`config.mk`:
```
export PLATFORM = sky130hd
export DESIGN_NAME = rxqc_top
export DESIGN_NICKNAME = d
export VERILOG_FILES = /design/src/shared/rxqc_pkg.sv /design/src/rxqc_cmp.sv /design/src/rxqc_top.sv
export SDC_FILE = /design/constraint.sdc
export NUM_CORES = 1
export LEC_CHECK = 0
export BUFFER_PORTS_ARGS = -buffer_cell sky130_fd_sc_hd__buf_2
export CAP_MARGIN = 20
export CORE_ASPECT_RATIO = 0.8
export CORE_MARGIN = 8
export CORE_UTILIZATION = 55
export CTS_BUF_LIST = sky130_fd_sc_hd__clkbuf_8
export DETAILED_ROUTE_END_ITERATION = 6
export MAX_ROUTING_LAYER = met4
export PLACE_DENSITY = 0.8
export SLEW_MARGIN = 30
export SYNTH_ARGS = -nofsm -noshare
export SYNTH_HDL_FRONTEND = slang
export SYNTH_SLANG_ARGS = --single-unit
```
`constraint.sdc`:
```
create_clock -name clk -period 3.5 [get_ports clk]
set_input_delay 0.525 -clock clk [delete_from_list [all_inputs] [get_ports clk]]
set_output_delay 0.525 -clock clk [all_outputs]
set_load 0.02 [all_outputs]
```
`src/shared/rxqc_pkg.sv`:
```
// Purpose: constants for the receive queue command and control register
// Assumes: 16-bit register, word access only, 50 MHz clock
// Notes: layout and reset value of the register, offsets of its neighbours
//
// Notes on behaviour
// - Bit 12 shows interrupt was caused by duration timer over threshold.
// - Bit 11 shows interrupt was caused by buffered bytes over threshold.
// - Bit 10 shows interrupt was caused by buffered frames over threshold.
// - Status bits 12..10 refresh only on write one to interrupt bit 13.
// - Bit 9 set pads two bytes before each frame header.
// - Bit 7 enables receive interrupt from duration timer threshold.
// - Bit 6 enables receive interrupt from byte count threshold.
// - Bit 5 enables receive interrupt from frame count threshold.
// - Bit 4 dequeues frame automatically once host has read it fully.
// - While DMA window is open only this register is accessible.
// - Bit 0 releases current errored frame; clears itself when done.
// - Duration threshold counts one-microsecond steps, largest value 0xCFFF.

package rxqc_pkg;
   localparam logic [7:0] RXQC_CMD_OFFSET = 8'h82;
   localparam logic [7:0] RXQC_ISR_OFFSET = 8'h92;
   localparam logic [7:0] RXQC_DTT_OFFSET = 8'h8C;
   localparam logic [7:0] RXQC_DBCT_OFFSET = 8'h8E;
   localparam logic [7:0] RXQC_FCT_OFFSET = 8'h9C;
   localparam int RXQC_ISR_RX_BIT = 13;
   localparam int RXQC_DUR_HIT_BIT = 12;
   localparam int RXQC_BYTE_HIT_BIT = 11;
   localparam int RXQC_FRAME_HIT_BIT = 10;
   localparam int RXQC_PAD_BIT = 9;
   localparam int RXQC_DUR_EN_BIT = 7;
   localparam int RXQC_BYTE_EN_BIT = 6;
   localparam int RXQC_FRAME_EN_BIT = 5;
   localparam int RXQC_AUTO_DEQ_BIT = 4;
   localparam int RXQC_DMA_BIT = 3;
   localparam int RXQC_RELEASE_BIT = 0;
   localparam logic [15:0] RXQC_CMD_RESET = 16'h0000;
   localparam logic [15:0] RXQC_DUR_MAX = 16'hCFFF;
   localparam int RXQC_CLK_MHZ = 50;
   localparam int RXQC_US_NS = 1000;
   localparam int RXQC_CLK_NS = 20;
   localparam int RXQC_US_CYCLES = RXQC_US_NS / RXQC_CLK_NS;
   localparam int RXQC_RELEASE_CYCLES = 4;
endpackage

```
`src/rxqc_cmp.sv`:
```
// Purpose: threshold comparator with registered hit output
// Assumes: count and threshold share one width
// Notes: hit means strictly above threshold
`timescale 1ns/1ps
module rxqc_cmp #(
   parameter int W = 16
) (
   input wire logic clk,
   input wire logic rst,
   input wire logic [W-1:0] count,
   input wire logic [W-1:0] threshold,
   output logic hit
);
   always_ff @(posedge clk) begin
      if (rst) begin
         hit <= 1'b0;
      end else begin
         hit <= (count > threshold);
      end
   end
endmodule

```
`src/rxqc_top.sv`:
```
// Purpose: receive queue command register with threshold logic
// Assumes: host access decoded to word address, one-cycle strobes
// Notes: frame/byte events come from the receive queue logic
`timescale 1ns/1ps
module rxqc_top #(
   parameter int CNT_W = 16,
   parameter int US_CYCLES = rxqc_pkg::RXQC_US_CYCLES,
   parameter int REL_CYCLES = rxqc_pkg::RXQC_RELEASE_CYCLES
) (
   input wire logic clk,
   input wire logic rst,
   input wire logic reg_wr,
   input wire logic reg_rd,
   input wire logic [7:0] reg_addr,
   input wire logic [15:0] reg_wdata,
   output logic [15:0] reg_rdata,
   output logic reg_ack,
   output logic reg_refused,
   input wire logic [15:0] duration_threshold_value,
   input wire logic [15:0] byte_count_threshold_value,
   input wire logic [15:0] frame_count_threshold_value,
   input wire logic frame_in,
   input wire logic [11:0] frame_in_bytes,
   input wire logic frame_out,
   input wire logic [11:0] frame_out_bytes,
   input wire logic frame_read_done,
   output logic rx_irq_set,
   output logic ip_align_pad_enable,
   output logic dma_window,
   output logic dequeue_pulse,
   output logic release_pulse
);
   logic ip_pad_r;
   logic dur_en_r;
   logic byte_en_r;
   logic frame_en_r;
   logic auto_deq_r;
   logic dma_r;
   logic release_r;
   logic [2:0] hit_r;
   logic [CNT_W-1:0] frames_r;
   logic [CNT_W-1:0] bytes_r;
   logic [CNT_W-1:0] usec_r;
   logic [$clog2(US_CYCLES+1)-1:0] tick_r;
   logic [$clog2(REL_CYCLES+1)-1:0] rel_cnt_r;
   logic dur_hit;
   logic byte_hit;
   logic frame_hit;
   logic [15:0] dur_thr;
   logic cmd_sel;
   logic allowed;
   logic wr_cmd;
   logic isr_clr;

   // ----------------------------------------
   // Access decode
   // ----------------------------------------
   assign cmd_sel = (reg_addr == rxqc_pkg::RXQC_CMD_OFFSET);
   assign allowed = cmd_sel || !dma_r;
   assign wr_cmd = reg_wr && cmd_sel;
   assign isr_clr = reg_wr && allowed
      && (reg_addr == rxqc_pkg::RXQC_ISR_OFFSET)
      && reg_wdata[rxqc_pkg::RXQC_ISR_RX_BIT];

   // Host-writable control bits
   always_ff @(posedge clk) begin
      if (rst) begin
         ip_pad_r <= 1'b0;
         dur_en_r <= 1'b0;
         byte_en_r <= 1'b0;
         frame_en_r <= 1'b0;
         auto_deq_r <= 1'b0;
         dma_r <= 1'b0;
      end else if (wr_cmd) begin
         ip_pad_r <= reg_wdata[rxqc_pkg::RXQC_PAD_BIT];
         dur_en_r <= reg_wdata[rxqc_pkg::RXQC_DUR_EN_BIT];
         byte_en_r <= reg_wdata[rxqc_pkg::RXQC_BYTE_EN_BIT];
         frame_en_r <= reg_wdata[rxqc_pkg::RXQC_FRAME_EN_BIT];
         auto_deq_r <= reg_wdata[rxqc_pkg::RXQC_AUTO_DEQ_BIT];
         dma_r <= reg_wdata[rxqc_pkg::RXQC_DMA_BIT];
      end
   end

   // ----------------------------------------
   // Release of errored frame
   // ----------------------------------------
   // Writing zero never aborts a release already under way
   always_ff @(posedge clk) begin
      if (rst) begin
         release_r <= 1'b0;
         rel_cnt_r <= '0;
      end else if (release_r) begin
         if (rel_cnt_r == ($bits(rel_cnt_r))'(REL_CYCLES - 1)) begin
            release_r <= 1'b0;
            rel_cnt_r <= '0;
         end else begin
            rel_cnt_r <= rel_cnt_r + 1'b1;
         end
      end else if (wr_cmd && reg_wdata[rxqc_pkg::RXQC_RELEASE_BIT]) begin
         release_r <= 1'b1;
      end
   end

   always_ff @(posedge clk) begin
      if (rst) begin
         release_pulse <= 1'b0;
      end else begin
         release_pulse <= !release_r && wr_cmd
            && reg_wdata[rxqc_pkg::RXQC_RELEASE_BIT];
      end
   end

   // ----------------------------------------
   // Queue occupancy counters
   // ----------------------------------------
   always_ff @(posedge clk) begin
      if (rst) begin
         frames_r <= '0;
         bytes_r <= '0;
      end else begin
         frames_r <= frames_r + CNT_W'(frame_in) - CNT_W'(frame_out);
         bytes_r <= bytes_r + CNT_W'(frame_in ? frame_in_bytes : 12'h0000)
            - CNT_W'(frame_out ? frame_out_bytes : 12'h0000);
      end
   end

   // Timer runs while any frame is buffered, restarts when queue empties
   always_ff @(posedge clk) begin
      if (rst || frames_r == '0) begin
         tick_r <= '0;
         usec_r <= '0;
      end else if (tick_r == ($bits(tick_r))'(US_CYCLES - 1)) begin
         tick_r <= '0;
         if (usec_r != '1) begin
            usec_r <= usec_r + 1'b1;
         end
      end else begin
         tick_r <= tick_r + 1'b1;
      end
   end

   // Clamp programmed value to the largest legal threshold
   assign dur_thr = (duration_threshold_value > rxqc_pkg::RXQC_DUR_MAX)
      ? rxqc_pkg::RXQC_DUR_MAX : duration_threshold_value;

   rxqc_cmp #(.W(CNT_W)) u_dur_cmp (
      .clk(clk),
      .rst(rst),
      .count(usec_r),
      .threshold(CNT_W'(dur_thr)),
      .hit(dur_hit)
   );
   rxqc_cmp #(.W(CNT_W)) u_byte_cmp (
      .clk(clk),
      .rst(rst),
      .count(bytes_r),
      .threshold(CNT_W'(byte_count_threshold_value)),
      .hit(byte_hit)
   );
   rxqc_cmp #(.W(CNT_W)) u_frame_cmp (
      .clk(clk),
      .rst(rst),
      .count(frames_r),
      .threshold(CNT_W'(frame_count_threshold_value)),
      .hit(frame_hit)
   );

   // ----------------------------------------
   // Interrupt cause and status snapshot
   // ----------------------------------------
   always_ff @(posedge clk) begin
      if (rst) begin
         rx_irq_set <= 1'b0;
      end else begin
         rx_irq_set <= (dur_en_r && dur_hit)
            || (byte_en_r && byte_hit)
            || (frame_en_r && frame_hit);
      end
   end

   // Status holds until the host acknowledges the receive interrupt
   always_ff @(posedge clk) begin
      if (rst) begin
         hit_r <= 3'b000;
      end else if (isr_clr) begin
         hit_r[2] <= dur_en_r && dur_hit;
         hit_r[1] <= byte_en_r && byte_hit;
         hit_r[0] <= frame_en_r && frame_hit;
      end
   end

   // ----------------------------------------
   // Dequeue and outputs
   // ----------------------------------------
   always_ff @(posedge clk) begin
      if (rst) begin
         dequeue_pulse <= 1'b0;
         ip_align_pad_enable <= 1'b0;
         dma_window <= 1'b0;
      end else begin
         dequeue_pulse <= auto_deq_r && frame_read_done;
         ip_align_pad_enable <= ip_pad_r;
         dma_window <= dma_r;
      end
   end

   // ----------------------------------------
   // Register read
   // ----------------------------------------
   always_ff @(posedge clk) begin
      if (rst) begin
         reg_rdata <= rxqc_pkg::RXQC_CMD_RESET;
         reg_ack <= 1'b0;
         reg_refused <= 1'b0;
      end else begin
         reg_ack <= (reg_rd || reg_wr) && allowed;
         reg_refused <= (reg_rd || reg_wr) && !allowed;
         if (reg_rd && cmd_sel) begin
            // DMA bit is write-only and reads as zero
            reg_rdata <= {3'b000, hit_r, ip_pad_r, 1'b0, dur_en_r,
               byte_en_r, frame_en_r, auto_deq_r, 1'b0, 2'b00,
               release_r};
         end else begin
            reg_rdata <= 16'h0000;
         end
      end
   end
endmodule

```
==> impl_metrics.yaml <==
logic_synthesis:
  ys_seq_area_share_pct: 27.3
  synth-seq-cells: 86
  yosys-top-cells-count: "97 x inv_1, 91 x ha_1, 86 x dfxtp_1"
  synth_cell_types: 65
  yosysMostFrequentCell: "inv_1"
  ys_async_sr_fraction_pct: 0
  yosys.area.top_type: "dfxtp_1"
  synth_edf_count: 0
  synth_top_area_share_pct: 27.3
  synth_area_leaders: "dfxtp_1 27%, ha_1 18%, inv_1 5.8%"
  yosysWarnings: 0
  syn_area_per_cell_sq_um: 8.39
  synth_cells: 753
  ys.flop_type: "dfxtp_1"
  syn_area_sq_um: 6320
final_layout:
  layout.nets: 1074
  syn_to_final_growth_pct: 14.3
  final_cells: 1020
  drive_gt1_share_pct: 17.4
  final_area_sq_um: 7220
  diodes: 0
global_route:
  first_global_vias: 5343
  grt_util_all_layers_pct: 19.7
  grt_pass1_wl_mm: 24.4
  grt_start_max_net_pins: 45
  grt.overflow.total: 0
  antenna_found_initial: 0
sta:
  rsz0062_at_grt: "false"
  post-route-worst-setup-slack_ns: 0.635
  tightest_slew_ns: 0.816
  period_share_pct: 81.9
  fmax_ghz: 0.349
  setup_viol: 0
  finalSetupTns_ns: 0
  min_period_ns: 2.86
  drv_slew: 0
  slew_headroom_pct: 45.4
  worst_clock_skew_ns: 0.00876
  finalHoldViolations: 0
setup_path:
  start_kind: "input pin"
  end_kind: "flop"
  crit_type: "in2reg"
  crit_arrival_ns: 3.17
  r2r_slack_ns: 0.68
  rr_worst_depth: 11
  crit_required_ns: 3.81
  crit_fanout: 13
placement:
  finalWeightedCongestion: 0.855
  dp_cells: 1004
  pre_cts_ws_ns: 0.311
  dpl_cell_area_sq_um: 7030
  dp_hpwl_mm: 11.7
  io_buffers: 110
power_and_ir_drop:
  ir_worst_vdd_mv: 0.341
  power.total_uw: 4820
  power.density_nw_per_um2: 668
  p_leak_uw: 0.00358
drt:
  drt_iter0_markers: 322
  route.detailed.drc: 0
  wirelength_mm: 14.5
  route.vias.total: 5415
  post_drt_wl_per_cell_microns: 14.2
  via_per_inst: 5.31
  met2_length_mm: 6.24
  wl_met1_mm: 7.26
  drtPass1Iterations: 4
  ant_nets: 0
  wl_met3_microns: 795
  top_layer_used: "met4"
floorplanning:
  die_w_microns: 136
  initial_utilization_pct: 55.7
  core_area_sq_um: 11300
  io_pins: 126
  die_area_sq_um: 15200
  std_cell_rows: 35
  die_h_microns: 112
clock_network:
  cts_tree: "yes"
  cts_resized: 0
  clk_latency_ns: 0.36
  cts-root-buf: "clkbuf_8"
  clk_pin_slew_worst_paths_ns: 0.10
  cts_buffers: 9
  cts_buffer_depth: 2
  cts_hold_buf: 0
  clock_sinks: 86
  h-tree-depth: 3
  cts_setup_buffers: 0
worst_hold_path:
  min_path_type: "in2reg"
  whs_path_depth: 3
run:
  maxCapViolations: 0
outcome:
  status: "finished clean"
## area by class of cell
class	instances	area, sq um
Multi-Input combinational cell	555	4150
Fill cell	1003	4120
Sequential cell	86	1720
Timing Repair Buffer	117	603
Inverter	98	368
Tap cell	148	185
Clock buffer	10	138
Clock inverter	6	52.6
## cell families (layout without fill, tap and decap cells)
| group | Yosys count | in the layout | synth area share, % |
|---|---|---|---|
| XOR/XNOR | 25 | 25 | 3.47 |
| flip-flops | 86 | 86 | 27.3 |
| AO/OA/AOI/OAI | 135 | 135 | 14.4 |
| buffers and inverters | 118 | 231 | 7.49 |
| multiplexers | 18 | 18 | 2.99 |
| other | 1 | 7 | 0.0594 |
| AND/OR/NAND/NOR | 266 | 266 | 22.2 |
| adder cells (fa/ha/maj) | 104 | 104 | 22.1 |
## layer usage
| metal | global-route usage, % | up-vias |
|---|---|---|
| li1 | - | 2826 |
| met1 | 25.8 | 2446 |
| met2 | 30.1 | 128 |
| met3 | 4.59 | 15 |
| met4 | 4.36 | 0 |
| met5 | - | - |
## report_power, final
| part | internal (uW) | switching (uW) | total, uW |
|---|---|---|---|
| clock | 287 | 388 | 676 |
| sequential | 1160 | 138 | 1300 |
| combinational | 1290 | 1560 | 2850 |
## worst max-delay path: stages
cell	delay [ns]
buf_2	0.24
nand2_1	0.11
fa_1	0.51
ha_1	0.33
a211oi_1	0.40
o211ai_1	0.28
nor4bb_1	0.21
buf_4	0.14
or3_1	0.34
nand3_1	0.08
## sequential cells by signal (all words and copies together) (netlist names), 3 cells and up
signal,cells
bytes_r,16
frames_r,16
hit_r,3
reg_rdata,9
rel_cnt_r,3
tick_r,6
usec_r,16
## cell usage in the layout (no fill, tap or decap), types with 17 or more instances in the layout
| cell | instances |
|---|---|
| ha_1 | 91 |
| a21oi_1 | 40 |
| and2_1 | 25 |
| dfxtp_1 | 86 |
| nand4_1 | 21 |
| nor2_1 | 79 |
| nand3_1 | 17 |
| nor2b_1 | 21 |
| nand2_1 | 40 |
| inv_1 | 97 |
| buf_2 | 110 |
## metrics by stage
| stage | hold slack, ns | util, % |
|---|---|---|
| after floorplan | 0.430 | - |
| after global placement | 0.434 | 62.0 |
| after CTS | 0.370 | 63.7 |
| final | 0.386 | 63.7 |
| after global routing | 0.384 | 63.7 |
| after detailed placement | 0.446 | 62.0 |
## path summary, 6_finish.rpt
check,from,to
worst max register to register,frames_r[0]$_SDFF_PP0_,frames_r[14]$_SDFF_PP0_
worst min-delay path,reg_wdata[7],dur_en_r$_SDFFE_PP0P_
worst max-delay path,frame_out,bytes_r[13]$_SDFF_PP0_
worst min register to register,hit_r[0]$_SDFFE_PP0P_,reg_rdata[10]$_SDFF_PP0_
Note: power is estimated with default switching activity, not from simulation.
